==> config.mk <==
export PLATFORM = sky130hd
export DESIGN_NAME = i2c_target
export DESIGN_NICKNAME = d
export VERILOG_FILES = /design/src/common/i2c_target_pkg.sv /design/src/verilog/pin_sync.sv /design/src/verilog/i2c_target.sv
export VERILOG_INCLUDE_DIRS = /design/src /design/src/common
export SDC_FILE = /design/constraint.sdc
export NUM_CORES = 1
export LEC_CHECK = 0
export ABC_CLOCK_PERIOD_IN_PS = 4050
export BUFFER_PORTS_ARGS = -buffer_cell sky130_fd_sc_hd__buf_4
export CAP_MARGIN = 25
export CELL_PAD_IN_SITES_DETAIL_PLACEMENT = 1
export CELL_PAD_IN_SITES_GLOBAL_PLACEMENT = 2
export CORE_AREA = 10 10 109 184
export CTS_BUF_LIST = sky130_fd_sc_hd__clkbuf_8
export DETAILED_ROUTE_END_ITERATION = 6
export DIE_AREA = 0 0 119 194
export GPL_TIMING_DRIVEN = 0
export PLACE_DENSITY_LB_ADDON = 0.1
export SLEW_MARGIN = 0
export SYNTH_ARGS = -nofsm -noshare
export SYNTH_HDL_FRONTEND = slang
export SYNTH_SLANG_ARGS = --single-unit
==> constraint.sdc <==
create_clock -name clock -period 4.05 [get_ports clock]
set_input_delay 0.405 -clock clock [delete_from_list [all_inputs] [get_ports clock]]
set_output_delay 0.405 -clock clock [all_outputs]
set_load 0.05 [all_outputs]
==> src/common/i2c_target_regs.svh <==
// Register offsets, field positions, reset values and timing counts of the target controller
`ifndef I2C_TARGET_REGS_SVH
`define I2C_TARGET_REGS_SVH
`define TARGET_CONTROL_OFFSET 4'h0
`define TARGET_STATUS_OFFSET 4'h1
`define TARGET_MASK_OFFSET 4'h2
`define TARGET_ADDRESS_OFFSET 4'h3
`define TARGET_EXTRA_ONE_OFFSET 4'h4
`define TARGET_EXTRA_TWO_OFFSET 4'h5
`define TARGET_EXTRA_THREE_OFFSET 4'h6
`define CTL_EXTRA_THREE_BIT 13
`define CTL_EXTRA_TWO_BIT 12
`define CTL_EXTRA_ONE_BIT 11
`define CTL_TIMEOUT_MODE_BIT 10
`define CTL_STRETCH_ENABLE_BIT 9
`define CTL_GENERAL_CALL_BIT 8
`define CTL_ACK_SELECT_BIT 5
`define CTL_STRETCH_POINT_BIT 4
`define CTL_DIRECTION_BIT 2
`define CTL_ENABLE_BIT 0
`define CTL_RESET_VALUE 16'h0001
`define CTL_WRITE_MASK 16'h3f31
`define CTL_FREE_MASK 16'h3800
`define ST_MATCH_BIT 0
`define ST_RX_BIT 1
`define ST_TX_BIT 2
`define ST_STRETCH_BIT 3
`define ST_TIMEOUT_BIT 4
`define ST_GENERAL_CALL_BIT 5
`define ST_NACK_BIT 6
`define ST_BUSY_BIT 14
`define ST_BUS_BIT 15
`define ST_FLAG_MASK 16'h007f
`define CLOCK_MHZ 250
`define TIMEOUT_MS 30
`define TIMEOUT_CYCLES (`TIMEOUT_MS * 1000 * `CLOCK_MHZ)
`endif

==> src/common/i2c_target_pkg.sv <==
// Types shared by the target controller files
package i2c_target_pkg;
    typedef enum logic [5:0] {
        ST_IDLE = 6'h01,
        ST_ADDR = 6'h02,
        ST_ADDR_ACK = 6'h04,
        ST_RX = 6'h08,
        ST_TX = 6'h10,
        ST_DATA_ACK = 6'h20
    } phase_t;
    typedef struct packed {
        logic [3:0] addr;
        logic [15:0] wdata;
        logic write;
        logic read;
    } reg_req_t;
    typedef struct packed {
        logic scl_out;
        logic scl_oe;
        logic sda_out;
        logic sda_oe;
    } pin_drive_t;
endpackage

==> src/verilog/pin_sync.sv <==
// Two-stage synchroniser with edge detection on the second stage output
module pin_sync (
    input wire logic clock,
    input wire logic reset,
    input wire logic pin,
    output logic level,
    output logic rise,
    output logic fall
);
    typedef struct packed {
        logic first;
        logic second;
        logic last;
    } sync_state_t;
    sync_state_t state;
    sync_state_t next_state;
    always_comb begin
        next_state = state;
        next_state.first = pin;
        next_state.second = state.first;
        next_state.last = state.second;
    end
    always_ff @(posedge clock) begin
        if (reset) begin
            state <= '{first: 1'b1, second: 1'b1, last: 1'b1};
        end else begin
            state <= next_state;
        end
    end
    assign level = state.last;
    assign rise = state.second & ~state.last;
    assign fall = ~state.second & state.last;
endmodule

==> src/verilog/i2c_target.sv <==
// I2C/SMBus target controller with its control register, status flags and interrupt
// Behaviour
// - Each extra-address enable bit adds its extra target address to address matching.
// - The timeout mode bit enables the SMBus low-clock timeout, and disables it when clear.
// - With stretch enable set the controller holds SCL low at the selected clock; clear, never.
// - Stretch point select one stretches after the 8th falling edge, zero after the 9th.
// - Stretch point select has no effect on the bus while stretch enable is zero.
// - General call enable makes the controller answer the all-zero address.
// - While receiving, the ack cycle drives the level chosen by ack select: one NACK, zero ACK.
// - Ack select keeps its value until software changes it.
// - The direction bit takes the R/W bit after any successful address match.
// - The enable bit resets to one, all other control bits to zero.
// - Restricted bits are written only while not busy; enable writes are ignored while busy.
// - Clearing enable resets the state machine and releases SDA and SCL.
// - Busy is high while the controller takes part in a transaction.
// - With timeout mode on, SCL low for over 30 ms in a transaction flags a timeout.
// - A started stretch holds SCL low and sets the stretch flag until software clears it.
//
// Implementation choices: the address-and-strobe port and the register addresses.
`include "i2c_target_regs.svh"
module i2c_target #(
    parameter int unsigned TIMEOUT_CYCLES = `TIMEOUT_CYCLES
) (
    input wire logic clock,
    input wire logic reset,
    input wire i2c_target_pkg::reg_req_t req,
    output logic [15:0] rdata,
    input wire logic scl_in,
    input wire logic sda_in,
    output i2c_target_pkg::pin_drive_t pins,
    input wire logic [7:0] tx_data,
    output logic [7:0] rx_data,
    output logic irq
);
    typedef struct packed {
        logic [15:0] control;
        logic [6:0] flags;
        logic [6:0] mask;
        logic [6:0] own_addr;
        logic [6:0] extra_one;
        logic [6:0] extra_two;
        logic [6:0] extra_three;
        i2c_target_pkg::phase_t phase;
        logic [3:0] bit_count;
        logic [7:0] shift;
        logic [7:0] rx_data;
        logic bus_active;
        logic sda_low;
        logic stretching;
        logic [31:0] timer;
        logic [15:0] rdata;
    } target_state_t;

    target_state_t s;
    target_state_t n;
    logic scl;
    logic scl_rise;
    logic scl_fall;
    logic sda;
    logic sda_rise;
    logic sda_fall;
    logic busy;
    logic start_seen;
    logic stop_seen;
    logic [6:0] addr_in;
    logic match;
    logic general_call;
    logic enable;
    logic stretch_en;
    logic [15:0] ctl_wr;

    pin_sync scl_sync (
        .clock(clock),
        .reset(reset),
        .pin(scl_in),
        .level(scl),
        .rise(scl_rise),
        .fall(scl_fall)
    );
    pin_sync sda_sync (
        .clock(clock),
        .reset(reset),
        .pin(sda_in),
        .level(sda),
        .rise(sda_rise),
        .fall(sda_fall)
    );

    assign enable = s.control[`CTL_ENABLE_BIT];
    assign stretch_en = s.control[`CTL_STRETCH_ENABLE_BIT];
    assign start_seen = scl & sda_fall;
    assign stop_seen = scl & sda_rise;
    // Busy from address acknowledge through each byte and its ack cycle
    assign busy = (s.phase != i2c_target_pkg::ST_IDLE) && (s.phase != i2c_target_pkg::ST_ADDR);
    assign addr_in = s.shift[7:1];
    assign general_call = s.control[`CTL_GENERAL_CALL_BIT] && (s.shift == 8'h00);
    assign match = (addr_in == s.own_addr)
        || (s.control[`CTL_EXTRA_ONE_BIT] && addr_in == s.extra_one)
        || (s.control[`CTL_EXTRA_TWO_BIT] && addr_in == s.extra_two)
        || (s.control[`CTL_EXTRA_THREE_BIT] && addr_in == s.extra_three);

    always_comb begin
        n = s;
        n.rdata = 16'h0000;
        ctl_wr = s.control;
        // Busy locks all restricted bits including enable; extra-address enables stay free
        if (req.write && req.addr == `TARGET_CONTROL_OFFSET) begin
            if (busy) begin
                ctl_wr = (s.control & ~16'(`CTL_FREE_MASK)) | (req.wdata & 16'(`CTL_FREE_MASK));
            end else begin
                ctl_wr = (s.control & ~16'(`CTL_WRITE_MASK))
                    | (req.wdata & 16'(`CTL_WRITE_MASK));
            end
        end
        n.control = ctl_wr;
        n.control[`CTL_DIRECTION_BIT] = s.control[`CTL_DIRECTION_BIT];
        // Flag clear by writing one; hardware set below overrides it
        if (req.write && req.addr == `TARGET_STATUS_OFFSET) begin
            n.flags = s.flags & ~req.wdata[6:0];
        end
        if (req.write && req.addr == `TARGET_MASK_OFFSET) begin
            n.mask = req.wdata[6:0];
        end
        if (req.write && req.addr == `TARGET_ADDRESS_OFFSET) begin
            n.own_addr = req.wdata[6:0];
        end
        if (req.write && req.addr == `TARGET_EXTRA_ONE_OFFSET) begin
            n.extra_one = req.wdata[6:0];
        end
        if (req.write && req.addr == `TARGET_EXTRA_TWO_OFFSET) begin
            n.extra_two = req.wdata[6:0];
        end
        if (req.write && req.addr == `TARGET_EXTRA_THREE_OFFSET) begin
            n.extra_three = req.wdata[6:0];
        end
        if (req.read) begin
            case (req.addr)
                `TARGET_CONTROL_OFFSET: n.rdata = s.control & 16'(`CTL_WRITE_MASK | 16'h0004);
                `TARGET_STATUS_OFFSET: n.rdata = {s.bus_active, busy, 7'h00, s.flags};
                `TARGET_MASK_OFFSET: n.rdata = {9'h000, s.mask};
                `TARGET_ADDRESS_OFFSET: n.rdata = {9'h000, s.own_addr};
                `TARGET_EXTRA_ONE_OFFSET: n.rdata = {9'h000, s.extra_one};
                `TARGET_EXTRA_TWO_OFFSET: n.rdata = {9'h000, s.extra_two};
                `TARGET_EXTRA_THREE_OFFSET: n.rdata = {9'h000, s.extra_three};
                default: n.rdata = 16'h0000;
            endcase
        end

        // Stretch lasts until software clears the flag
        if (s.stretching && !n.flags[`ST_STRETCH_BIT]) begin
            n.stretching = 1'b0;
        end

        if (start_seen) begin
            n.bus_active = 1'b1;
        end else if (stop_seen) begin
            n.bus_active = 1'b0;
        end

        if (start_seen) begin
            n.phase = i2c_target_pkg::ST_ADDR;
            n.bit_count = 4'h0;
            n.sda_low = 1'b0;
        end else if (stop_seen) begin
            n.phase = i2c_target_pkg::ST_IDLE;
            n.sda_low = 1'b0;
        end else if (scl_rise) begin
            case (s.phase)
                i2c_target_pkg::ST_ADDR, i2c_target_pkg::ST_RX: begin
                    n.shift = {s.shift[6:0], sda};
                    n.bit_count = s.bit_count + 4'h1;
                end
                i2c_target_pkg::ST_TX: begin
                    n.bit_count = s.bit_count + 4'h1;
                end
                i2c_target_pkg::ST_DATA_ACK: begin
                    if (s.control[`CTL_DIRECTION_BIT]) begin
                        n.flags[`ST_TX_BIT] = 1'b1;
                        n.flags[`ST_NACK_BIT] = sda;
                        if (sda) begin
                            n.phase = i2c_target_pkg::ST_IDLE;
                        end
                    end
                end
                default: begin
                end
            endcase
        end else if (scl_fall) begin
            case (s.phase)
                i2c_target_pkg::ST_ADDR: begin
                    if (s.bit_count == 4'h8) begin
                        if (match || general_call) begin
                            n.phase = i2c_target_pkg::ST_ADDR_ACK;
                            n.sda_low = 1'b1;
                            n.control[`CTL_DIRECTION_BIT] = s.shift[0];
                            n.flags[`ST_MATCH_BIT] = match;
                            n.flags[`ST_GENERAL_CALL_BIT] = general_call & ~match;
                        end else begin
                            n.phase = i2c_target_pkg::ST_IDLE;
                        end
                    end
                end
                i2c_target_pkg::ST_ADDR_ACK, i2c_target_pkg::ST_DATA_ACK: begin
                    n.bit_count = 4'h0;
                    if (s.control[`CTL_DIRECTION_BIT]) begin
                        n.phase = i2c_target_pkg::ST_TX;
                        n.shift = tx_data;
                        n.sda_low = ~tx_data[7];
                    end else begin
                        n.phase = i2c_target_pkg::ST_RX;
                        n.sda_low = 1'b0;
                    end
                    // 9th falling edge stretch point
                    if (stretch_en && !s.control[`CTL_STRETCH_POINT_BIT]) begin
                        n.stretching = 1'b1;
                        n.flags[`ST_STRETCH_BIT] = 1'b1;
                    end
                end
                i2c_target_pkg::ST_RX: begin
                    if (s.bit_count == 4'h8) begin
                        n.phase = i2c_target_pkg::ST_DATA_ACK;
                        n.rx_data = s.shift;
                        n.flags[`ST_RX_BIT] = 1'b1;
                        n.sda_low = ~s.control[`CTL_ACK_SELECT_BIT];
                    end
                end
                i2c_target_pkg::ST_TX: begin
                    if (s.bit_count == 4'h8) begin
                        n.phase = i2c_target_pkg::ST_DATA_ACK;
                        n.sda_low = 1'b0;
                    end else begin
                        n.shift = {s.shift[6:0], 1'b0};
                        n.sda_low = ~s.shift[6];
                    end
                end
                default: begin
                end
            endcase
            // 8th falling edge stretch point; select ignored unless enabled
            if (stretch_en && s.control[`CTL_STRETCH_POINT_BIT] && s.bit_count == 4'h8
                && (s.phase == i2c_target_pkg::ST_RX || s.phase == i2c_target_pkg::ST_TX)) begin
                n.stretching = 1'b1;
                n.flags[`ST_STRETCH_BIT] = 1'b1;
            end
        end
        // While receiving with stretch held, ack follows the live select value
        // Only while the ack cycle lasts, so the release at its end is not undone
        if (n.phase == i2c_target_pkg::ST_DATA_ACK && !s.control[`CTL_DIRECTION_BIT]) begin
            n.sda_low = ~n.control[`CTL_ACK_SELECT_BIT];
        end

        // Timer runs while SCL low inside a transaction
        if (s.control[`CTL_TIMEOUT_MODE_BIT] && enable && !scl
            && s.phase != i2c_target_pkg::ST_IDLE) begin
            if (s.timer == TIMEOUT_CYCLES) begin
                n.flags[`ST_TIMEOUT_BIT] = 1'b1;
            end else begin
                n.timer = s.timer + 32'd1;
            end
        end else begin
            n.timer = 32'd0;
        end

        // Disabled controller forgets its transfer and lets go of both lines
        if (!enable) begin
            n.phase = i2c_target_pkg::ST_IDLE;
            n.bit_count = 4'h0;
            n.sda_low = 1'b0;
            n.stretching = 1'b0;
            n.bus_active = 1'b0;
            n.timer = 32'd0;
        end
    end

    always_ff @(posedge clock) begin
        if (reset) begin
            s <= '0;
            s.control <= `CTL_RESET_VALUE;
            s.phase <= i2c_target_pkg::ST_IDLE;
        end else begin
            s <= n;
        end
    end

    assign rdata = s.rdata;
    assign rx_data = s.rx_data;
    assign irq = |(s.flags & s.mask);
    assign pins.scl_out = 1'b0;
    assign pins.scl_oe = s.stretching;
    assign pins.sda_out = 1'b0;
    assign pins.sda_oe = s.sda_low;
endmodule

**Word level (Yosys, flattened, before mapping)**

Cells that the tools add are included.

- Bits in registers: 141
- Input port bits: 34
- Output and inout port bits: 29
- Word-level logic and storage cells: 207

- $add $sub $neg: 2
- Eq/ne operators: 28
- Mux-type cells: 74
- Bitwise gates (word level): 27
- Reduce and logical (&&, ||, !) cells: 52

Operators with widths:

| cell | number |
|---|---|
| 16-bit one-hot mux with 7 select lines | 1 |
| 8-bit two-way mux | 6 |
| 6-bit two-way mux | 7 |
| 1-bit two-way mux | 39 |
| 32-bit by 1-bit adder with 32-bit output, second input constant | 1 |
| 32-bit by 23-bit == test with 1-bit output, second input constant | 1 |
| 16-bit by 14-bit OR with 16-bit output | 2 |
| 7-bit == test | 4 |
| 26-bit two-way mux | 1 |
| 1-bit logical AND | 21 |
| 20-bit two-way mux | 1 |
| 18-bit two-way mux | 1 |
| 6-bit one-hot mux with 3 select lines | 1 |
| 16-bit two-way mux | 1 |
| 4-bit two-way mux | 4 |
| 8-bit one-hot mux with 2 select lines | 1 |
| 1-bit NOT | 15 |
| 7-bit bitwise AND | 2 |
| 7-bit AND reduction | 2 |
| 4-bit by 3-bit == test with 1-bit output, second input constant | 3 |
| 6-bit == test, second input constant | 2 |
| 2-bit two-way mux | 6 |
| 6-bit AND reduction | 2 |
| 10-bit two-way mux | 1 |
| 34 further kinds | 58 |

**Depth between registers and ports, before layout**

Gate-level depths: netlist (run 1).

- Depth in word-level cells: 17
- Gate-level depth with buffers: 10
- Depth with buffers taken out: 9

**By module**

A second synthesis (run 1) with hierarchy kept.

- Cell total of the unflattened synthesis: 753
- Area, all modules: 6,605.1 µm²

Modules (own cells, without submodules):

| module | times used | cells an instance | area each (µm²) |
|---|---|---|---|
| i2c_target | 1 | 737 | 6,419.9 |
| pin_sync | 2 | 8 | 92.6 |

**Worst setup path after synthesis (run 1)**

OpenSTA, ideal clock, no wires.

- Path type: register to register
- Start point: register scl_sync.state, in the netlist scl_sync.level
- End point: register s, in the netlist pins[0]
- Library setup time: 0.124 ns
- Arrival: 2.031 ns
- Data required time: 3.926 ns
- Setup slack: 1.896 ns
- Cell stages (with the launch flop): 11
- Path buffers: 2
- Clock period less this slack: 2.154 ns
- Cell sequence: dfxtp_1 -> inv_1 -> ha_1 -> clkbuf_1 -> nand2b_1 -> clkbuf_1 -> a211o_2 -> a21o_1 -> a32oi_1 -> nand4_1 -> mux2i_1

- Longest elaborated chain between the ends: 9

Ends and longest elaborated chain:

| what | RTL line | source |
|---|---|---|
| from (decl) | pin_sync.sv:15 | `sync_state_t state;` |
| from (signal assigned) | pin_sync.sv:25 | `state <= '{first: 1'b1, second: 1'b1, last: 1'b1};` |
| from (signal assigned) | pin_sync.sv:27 | `state <= next_state;` |
| 1-bit bitwise AND or 1-bit NOT (tied branches) | pin_sync.sv:32, pin_sync.sv:31 |  |
| 26-bit two-way mux or 1-bit bitwise AND (tied branches) | i2c_target.sv:188, pin_sync.sv:31 |  |
| 18-bit two-way mux | i2c_target.sv:167 | `end else if (scl_rise) begin` |
| 6-bit two-way mux | i2c_target.sv:164 | `end else if (stop_seen) begin` |
| 10-bit two-way mux | i2c_target.sv:160 | `if (start_seen) begin` |
| 6-bit == test | i2c_target.sv:248 | `` if (n.phase == i2c_target_pkg::ST_DATA_ACK && !s.control[`CTL_DIRECTION_BIT]) begin `` |
| 1-bit logical AND | i2c_target.sv:248 |  |
| 5-bit inequality test (no line), or another cell as far along | -- |  |
| 6-bit AND reduction (no line) | -- |  |
| to (signal assigned) | i2c_target.sv:281 | `s <= n;` |
| to (decl) | i2c_target.sv:54 | `target_state_t s;` |

Several ways; a longest one is shown, not always the timed one. The select of a mux whose other input is x is not followed.
A chain may end at the register's enable or synchronous reset.

**Worst setup path after layout (run 1)**

Ends and elaborated chain as after synthesis.

==> reports/metrics.yaml, run 1 <==
run_status:
  status: "finished clean"
setup_path:
  cp.arrival_ns: 3.10
  start_kind: "flop"
  end_kind: "flop"
  r2r_setup_slack_ns: 1.29
  cp.required_ns: 4.39
  critPathKind: "flop to flop"
  crit_fanout: 8
  r2r_start: "scl_sync.level"
  cp-startpoint: "scl_sync.level"
synth:
  synth-seq-cells: 134
  seq_area_frac_synth: 0.402
  synth_edf_count: 0
  yosysWarnings: 0
  syn_area_per_cell_um2: 8.71
  synthDistinctLibCells: 63
  synthesis.area_um2: 6670
  synthArstFlopShare: 0
  synth_cells: 766
  ys.flop_type: "dfxtp_1"
clock_network:
  cts_inserted_buffers: 17
  clock-root-buffer: "clkbuf_8"
  insertion_delay_ns: 0.46
  htree_levels: 4
  post_cts_resized: 0
  cts_setup_buffers: 0
  cts_tree: "built"
  clockBufferDepth: 2
  path_clk_slew_ns: 0.08
  ctsHoldBuffers: 0
  cts.sinks: 134
timing:
  fin_crit_ns: 2.76
  slew_headroom: 0.451
  min_period_over_period: 0.682
  slew_violations: 0
  rsz0062_at_grt: "false"
  hold_viol: 0
  setup_violations: 0
  fmax_ghz: 0.362
  holdWs_ns: 0.134
  worstMarginPinSlew_ns: 0.820
  tns_ns: 0
  finClkSkew_ns: 0.0209
die:
  die_area_um2: 23100
  rows: 63
  ios: 63
  die_x_um: 119
  die_h_um: 194
  coreArea_um2: 16900
  initial_core_util: 0.395
pwr:
  switching_share: 0.254
  total_power_w: 0.00277
  pwr-share-seq: 0.483
  max-vdd-ir-drop_mv: 0.228
  clockPowerShare: 0.456
  combPwrFrac: 0.061
  internal-power_w: 0.00206
  powerDensity_nw_per_um2: 354
  switching_power_w: 0.000704
  leakagePower_nw: 2.98
detailed_routing:
  drtIter0Drc: 347
  drtAntennaViolNets: 0
  drt-total-wl_um: 22200
  vias: 5884
  avgRoutedWirePerCell_um: 20.5
  dr.pass1.iters: 4
  viasPerCell: 5.44
  drc: 0
global_route:
  top_usage_layer: "met2"
  grt_max_degree: 17
  gr-usage-met2: 0.375
  track_usage: 0.193
  grt_pass1_wl_um: 35300
  met3_usage: 0.0332
  grt_pass1_vias: 6481
  use_met1: 0.179
  overflow: 0
  antenna_found_initial: 0
place:
  hpwl_um: 17300
  port-buffer-count: 55
  place_inst: 1050
  place_congestion: 0.946
finish:
  area_delta_synth_final_pct: 17.1
  drive_above_1_share: 0.181
  diodes: 0
  final_cells: 1082
  layout.nets: 883
min_path:
  hold_class: "input port to flop"
  min_from: "sda_in"
flow_run:
  maxCapViolCount: 0
-- per-stage QoR --
step	util	setup slack, ns	instance area, µm²
finish	0.463	1.29	7810
detailed placement	0.437	1.34	7370
floorplan	-	1.90	6680
CTS	0.463	1.31	7810
global placement	0.437	1.38	7370
global route	0.463	1.06	7810
-- registers in the layout, summed over array words and instances, names as in the netlist --
name / cells
rdata: 15
rx_data: 8
s: 95
enable: 1
addr_in: 7
pins: 2
sda_sync.next_state: 2
scl_sync.next_state: 2
sda_sync.level: 1
scl_sync.level: 1
-- logic make-up (layout without fill, tap and decap cells) --
family,Yosys count,in the layout,synth area share
compound gates,97,97,0.0989
xor+xnor,63,63,0.0827
fa+ha+maj,7,7,0.0131
buf+inv,93,180,0.0745
flops,134,134,0.402
mux,60,60,0.0953
other cells,1,3,0.000562
simple gates,311,311,0.233
-- cells in the final DEF (no fill, tap or decap), types with 10 or more instances in the layout --
master and instances:
clkbuf_8 17, mux2i_1 50, xnor2_1 39, buf_4 84, nand3_1 40, dfxtp_1 134, buf_2 13, xor2_1 24
nor2_1 119, nand4_1 20, inv_1 26, nor2b_1 11, a221oi_1 10, a211oi_1 12, nand2_1 51, clkbuf_1 22
a21oi_1 33
-- synth_stat cells, drive strengths merged, types with 8 or more instances --
master / count / area (µm²)
a211oi: 12 / 90.1
a21oi: 33 / 165
a221oi: 10 / 87.6
a22oi: 9 / 72.6
and2: 10 / 63.8
buf: 47 / 324
clkbuf: 22 / 82.6
dfxtp: 134 / 2680
inv: 24 / 90.1
mux2: 8 / 90.1
mux2i: 50 / 500
nand2: 51 / 191
nand3: 40 / 200
nand4: 20 / 125
nor2: 119 / 447
nor2b: 11 / 68.8
nor3: 9 / 45.0
nor4: 12 / 133
o21ai: 9 / 45.0
xnor2: 39 / 342
xor2: 24 / 210
-- worst max-delay path, cell delays in order, from the launching register on --
cell and delay, ns:
dfxtp_1 0.44, inv_1 0.15, ha_1 0.22, clkbuf_1 0.20
nand2b_1 0.19, clkbuf_1 0.21, nor4_1 0.54, nor2_1 0.12
nor4_1 0.28, nand4_1 0.16, mux2i_1 0.14
-- power by group through the flow --
stage	registers, W	clock network, W	logic [W]
floorplan	0.00136	0	0.0000943
detailed placement	0.00137	0	0.000167
CTS	0.00134	0.00129	0.000168
global route	0.00134	0.00134	0.000182
finish	0.00134	0.00126	0.000168
global placement	0.00137	0	0.000164
-- final timing paths --
path | end | depth (start not counted)
worst min-delay path | sda_sync.next_state[1] | 2
worst max register to register | pins[0] | 10
worst max-delay path | pins[0] | 10
worst min register to register | scl_sync.next_state[0] | 1
-- layer usage --
metal / wire, µm / up-vias
met5: 0 / -
met4: 1240 / 0
met3: 700 / 61
met2: 12600 / 131
met1: 7670 / 2922
li1: - / 2770
-- area by class of cell --
cell class                      instances  area (µm²)
Timing Repair Buffer                   55         413
Inverter                               24        90.1
Sequential cell                       134        2680
Clock buffer                           17         234
Tap cell                              227         284
Clock inverter                         15         203
Multi-Input combinational cell        541        3500
Fill cell                            2086        9060
Buffer                                 69         407
No activity file was read; power rests on OpenSTA's default activity.
==> inputs of run 2 (changes only) <==
- ABC_CLOCK_PERIOD_IN_PS: 4050 -> 2300
- CORE_AREA: 10 10 109 184 -> 10 10 117 199
- DIE_AREA: 0 0 119 194 -> 0 0 127 209
- clock period: 4.05 -> 2.3 ns (I/O delays scaled with it)
==> run 2 against run 1 <==
Against the previous run:
- critical path type unchanged
- critical endpoint is now addr_in[4]
- combinational power increased by 89%
- largest power group unchanged
- first-iteration DRC count decreased by 33%
- clock skew is 0.0090 ns lower
- core utilization is 6.1 points lower
- sequential cell count unchanged
- via count is 1.3% lower
- register-to-register slack got worse by 1.2 ns
- critical path depth shrank 2
==> reports/metrics.yaml, run 2 (same netlist as run 1, synthesis figures left out) <==
pwr:
  combPwrFrac: 0.071  # +0.010
  internal-power_w: 0.00336  # +63%
  clockPowerShare: 0.405  # -0.051
  powerDensity_nw_per_um2: 558  # +57%
  switching_power_w: 0.00114  # +61%
  leakagePower_nw: 3.12  # +4.6%
  pwr-share-seq: 0.525  # +0.042
  total_power_w: 0.00449  # +62%
  switching_share: 0.253  # -0.00154
  max-vdd-ir-drop_mv: 0.332  # +45%
detailed_routing:
  vias: 5808  # -1.3%
  dr.pass1.iters: 7  # +3
  drtIter0Drc: 231  # -33%
  drc: 0  # unchanged
  avgRoutedWirePerCell_um: 20.8  # +1.2%
  drtAntennaViolNets: 0  # unchanged
  drt-total-wl_um: 23300  # +4.9%
  viasPerCell: 5.18  # -4.8%
min_path:
  hold_class: "input port to flop"
  hold_path_depth: 3  # +1
finish:
  largest_reg_flops: 95  # unchanged
  layout_commonest_cell: "dfxtp_1"
  drive_above_1_share: 0.208  # +0.0270
  diodes: 0  # unchanged
  final_cell_mix: "dfxtp_1 (133), nor2_1 (116), buf_4 (98), nand2_1 (51), mux2i_1 (50)"
  layout.nets: 903  # +2.3%
  top_register: "s"
  area_delta_synth_final_pct: 20.7
  num-fill-cells: 2351  # +13%
clock_network:
  clockBufferDepth: 2  # unchanged
  cts_tree: "built"
  htree_levels: 4  # unchanged
  path_clk_slew_ns: 0.08  # about the same
  insertion_delay_ns: 0.46  # about the same
  cts_inserted_buffers: 17  # unchanged
  clock-root-buffer: "clkbuf_8"
  cts.sinks: 134  # unchanged
timing:
  fmax_ghz: 0.449  # +24%
  tns_ns: 0  # unchanged
  min_period_over_period: 0.969  # +0.287
  finClkSkew_ns: 0.0120  # -0.00899 ns
  slew_violations: 0  # unchanged
  rsz0062_at_grt: "true"
  hold_viol: 0  # unchanged
  slew_headroom: 0.419  # -0.0323
  setup_violations: 0  # unchanged
  worstMarginPinSlew_ns: 0.868  # +0.0483 ns
  fin_crit_ns: 2.23  # -0.534 ns
  holdWs_ns: 0.0793  # -0.0549 ns
die:
  rows: 69  # +9.5%
  die_area_um2: 26500  # +15%
  die_x_um: 127  # +6.7%
  initial_core_util: 0.333  # -0.0624
  ios: 63  # unchanged
  coreArea_um2: 20000  # +19%
  die_h_um: 209  # +7.7%
setup_path:
  crit_fanout: 9  # +1
  cp.depth: 8  # -2
  critPathKind: "flop to flop"
  cp_slowest_cell: "a2111o_1"
  cp.arrival_ns: 2.56  # -0.54 ns
  cp_common_cell: "a211oi_1"
  end_kind: "flop"
  start_kind: "flop"
  ff2ff_path_depth: 8  # -2
  cp.required_ns: 2.63  # -1.76 ns
  cp_top_family: "compound AO/OA/AOI/OAI gates"
  crit_path_cell_trace: "buf_6 -> nor4_4 -> and3b_2 -> a211oi_1 -> a2111o_1 -> buf_4 -> a221oi_2 -> a211oi_1"
  crit_buf_inv: 2  # -1
  cpPeakStageDelay_ns: 0.44  # -0.10 ns
place:
  place_congestion: 0.880  # -6.9%
  port-buffer-count: 55  # unchanged
  hpwl_um: 18200  # +5.4%
global_route:
  overflow: 0  # unchanged
  track_usage: 0.176  # -0.0174
  antenna_found_initial: 0  # unchanged
  grt_pass1_wl_um: 35900  # +1.8%
  grt_max_degree: 17  # unchanged
  grt_pass1_vias: 6201  # -4.3%
run_status:
  status: "finished clean"
flow_run:
  maxCapViolCount: 0  # unchanged
[run 2: final timing paths]
| kind | startpoint | endpoint | slack, ns |
|---|---|---|---|
| setup / recovery | s[73] | addr_in[4] | 0.07 |
| hold / removal | req[7] | s[110] | 0.08 |
| setup reg to reg | s[73] | addr_in[4] | 0.07 |
| hold reg to reg | scl_sync.next_state[1] | scl_sync.next_state[0] | 0.41 |
[run 2: worst reg2reg max path, delay by kind of cell (launching register included)]
family / cells / cell delay [ns]
AO/OA/AOI/OAI: 4 / 0.82
buffers and inverters: 2 / 0.34
flip-flops: 1 / 0.31
AND/OR/NAND/NOR: 2 / 0.63
[run 2: cell type report]
cell class | instances | area, µm² | area share
repair buffers | 77 | 598 | 0.0743
plain buffers | 67 | 405 | 0.0503
well taps | 248 | 310 | 0.0385
inverters | 24 | 93.8 | 0.0117
flip-flops and latches | 134 | 2690 | 0.334
multi-input cells | 541 | 3610 | 0.449
clock inverters | 11 | 71.3 | 0.00886
clock buffers | 20 | 275 | 0.0342
[run 2: per-stage QoR]
step / cells / util / setup WS [ns] / area, µm²
finish: 1122 / 0.402 / 0.0710 / 8050
global route: 1122 / 0.402 / -0.0865 / 8050
CTS: 1113 / 0.395 / -0.0344 / 7910
detailed placement: 1071 / 0.370 / -0.421 / 7400
global placement: 1071 / 0.370 / -0.411 / 7400
floorplan: 768 / - / 0.146 / 6680
[run 2: power groups by stage]
stage          registers (W)  logic [W]  clock network [W]
3_3_place_gp         0.00241   0.000295                  0
5_1_grt              0.00236   0.000343            0.00198
4_1_cts              0.00236   0.000312            0.00189
3_5_place_dp         0.00241   0.000299                  0
6_report             0.00236   0.000317            0.00182
2_1_floorplan        0.00240   0.000166                  0
[run 2: what timing repair did]
| action | 4_1_cts | 5_1_grt |
|---|---|---|
| resized for setup | 13 | 16 |
| buffers inserted | 4 | 10 |
| pin swaps | 6 | 11 |
| endpoints found under the hold margin | 8 | 0 |
| endpoints found under the setup margin | 23 | 11 |
| hold buffers | 8 | 0 |
[run 2: layer usage]
layer | track usage | vias up | part of all wire
met5 | 0 | - | 0
met4 | 0.0871 | 0 | 0.038
met3 | 0.0329 | 44 | 0.024
met2 | 0.352 | 97 | 0.59
met1 | 0.160 | 2851 | 0.35
li1 | - | 2816 | -
==> inputs of run 3 (changes only) <==
- HOLD_SLACK_MARGIN: unset -> 0.08
==> run 3 against run 2 <==
Against the previous run:
- combinational power increased by 2%
- non-clock buffer count increased by 5
- fmax decreased by 0.36%
- register-to-register slack about the same
- routed wire length decreased by 0.15%
- largest cell class unchanged
==> reports/metrics.yaml, run 3 (same netlist as run 1, synthesis figures left out) <==
run_status:
  status: "finished clean"
clock_network:
  cts_inserted_buffers: 17  # unchanged
  cts.sinks: 134  # unchanged
  cts_tree: "built"
  path_clk_slew_ns: 0.08  # about the same
  clockBufferDepth: 2  # unchanged
  htree_levels: 4  # unchanged
  clock-root-buffer: "clkbuf_8"
  insertion_delay_ns: 0.46  # about the same
place:
  place_ws_ns: -0.421  # unchanged
  post_dp_cell_area_um2: 7400  # unchanged
  hpwl_um: 18200  # unchanged
  port-buffer-count: 55  # unchanged
  place_congestion: 0.880  # unchanged
global_route:
  grt_max_degree: 17  # unchanged
  overflow: 0  # unchanged
  track_usage: 0.176  # +0.000209
  grt_pass1_vias: 6225  # +0.39%
  antenna_found_initial: 0  # unchanged
  grt_pass1_wl_um: 35900  # +0.19%
detailed_routing:
  vias: 5811  # +0.052%
  drtIter0Drc: 239  # +3.5%
  viasPerCell: 5.16  # -0.39%
  drc: 0  # unchanged
  drtAntennaViolNets: 0  # unchanged
  dr.pass1.iters: 4  # -3
  drt-total-wl_um: 23300  # -0.15%
  avgRoutedWirePerCell_um: 20.6  # -0.59%
pwr:
  powerDensity_nw_per_um2: 555  # -0.50%
  combPwrFrac: 0.072  # about the same
  switching_power_w: 0.00114  # about the same
  internal-power_w: 0.00336  # +0.17%
  total_power_w: 0.00450  # +0.12%
  pwr-share-seq: 0.524  # about the same
  leakagePower_nw: 3.14  # +0.67%
  clockPowerShare: 0.404  # about the same
  max-vdd-ir-drop_mv: 0.335  # +1.2%
  switching_share: 0.252  # -0.000378
die:
  coreArea_um2: 20000  # unchanged
  initial_core_util: 0.333  # unchanged
  ios: 63  # unchanged
  die_area_um2: 26500  # unchanged
  rows: 69  # unchanged
  die_x_um: 127  # unchanged
  die_h_um: 209  # unchanged
timing:
  finClkSkew_ns: 0.0132  # +0.00120 ns
  fmax_ghz: 0.447  # -0.36%
  slew_headroom: 0.420  # +0.000607
  min_period_over_period: 0.973  # +0.00351
  hold_viol: 0  # unchanged
  worstMarginPinSlew_ns: 0.867  # -0.000908 ns
  setup_ws_ns: 0.0629  # -0.00808 ns
  fin_crit_ns: 2.24  # +0.00808 ns
  rsz0062_at_grt: "true"
  tns_ns: 0  # unchanged
  slew_violations: 0  # unchanged
  setup_violations: 0  # unchanged
finish:
  layout_commonest_cell: "dfxtp_1"
  drive_above_1_share: 0.207  # -0.00118
  num-fill-cells: 2349  # -0.085%
  area_delta_synth_final_pct: 21.5
  final_cell_mix: "dfxtp_1 (133), nor2_1 (116), buf_4 (98), nand2_1 (51), mux2i_1 (50)"
  largest_reg_flops: 95  # unchanged
  diodes: 0  # unchanged
  final_core_util: 0.405  # +0.00250
  top_register: "s"
  layout.nets: 908  # +0.55%
  postLayoutCellArea_um2: 8100  # +0.62%
flow_run:
  maxCapViolCount: 0  # unchanged
setup_path:
  cp.arrival_ns: 2.56  # about the same
  start_kind: "flop"
  critPathKind: "flop to flop"
  cpPeakStageDelay_ns: 0.44  # about the same
  crit_path_cell_trace: "buf_6 -> nor4_4 -> and3b_2 -> a211oi_1 -> a2111o_1 -> buf_4 -> a221oi_2 -> a211oi_1"
  cp_slowest_cell: "a2111o_1"
  crit_fanout: 9  # unchanged
  end_kind: "flop"
  cp_common_cell: "a211oi_1"
  cp.required_ns: 2.63  # about the same
min_path:
  hold_class: "input port to flop"
[run 3: final cells by class]
type / instances / area [µm²] / area share
clock inverters: 11 / 71.3 / 0.00880
inverters: 24 / 93.8 / 0.0116
well taps: 248 / 310 / 0.0383
repair buffers: 82 / 648 / 0.0800
flip-flops and latches: 134 / 2690 / 0.331
clock buffers: 20 / 275 / 0.0340
plain buffers: 67 / 405 / 0.0500
multi-input cells: 541 / 3610 / 0.446
[run 3: routing by layer]
| layer | global-route usage | wire length, µm | vias to the layer above |
|---|---|---|---|
| met5 | 0 | 0 | - |
| met4 | 0.0871 | 855 | 0 |
| met3 | 0.0322 | 496 | 41 |
| met2 | 0.352 | 13700 | 82 |
| met1 | 0.161 | 8200 | 2860 |
| li1 | - | - | 2828 |
[run 3: metrics by stage]
step | hold WS [ns] | std cells
after floorplan | 0.334 | 768
after global placement | 0.401 | 1071
after detailed placement | 0.401 | 1071
after CTS | 0.0848 | 1118
after global routing | 0.100 | 1127
final | 0.123 | 1127
[run 3: power by group through the flow]
stage          sequential [W]  clock, W  combinational, W
2_1_floorplan         0.00240         0          0.000166
5_1_grt               0.00236   0.00198          0.000351
4_1_cts               0.00236   0.00189          0.000319
6_report              0.00236   0.00182          0.000324
3_5_place_dp          0.00241         0          0.000299
3_3_place_gp          0.00241         0          0.000295
[run 3: path summary, 6_finish.rpt]
check                                         endpoint  cells past startpoint  slack, ns                    from
worst max-delay path                        addr_in[4]                      8       0.06                   s[73]
worst min-delay path                             s[77]                      3       0.12                  req[2]
worst max register to register              addr_in[4]                      8       0.06                   s[73]
worst min register to register  scl_sync.next_state[0]                      1       0.41  scl_sync.next_state[1]
[run 3: critical path, delay by kind of cell (launching register included)]
kind | cells | cell delay (ns)
buffers and inverters | 2 | 0.34
and+or+nand+nor | 2 | 0.63
DFF | 1 | 0.31
AOI/OAI and AO/OA | 4 | 0.82
[run 3: what timing repair did]
action,in CTS,in global routing
gates cloned,0,0
endpoints found under the setup margin,23,11
hold endpoints to repair,24,0
gates resized for setup,13,16
pin swaps,6,11
hold buffers,13,0
buffers inserted,4,10
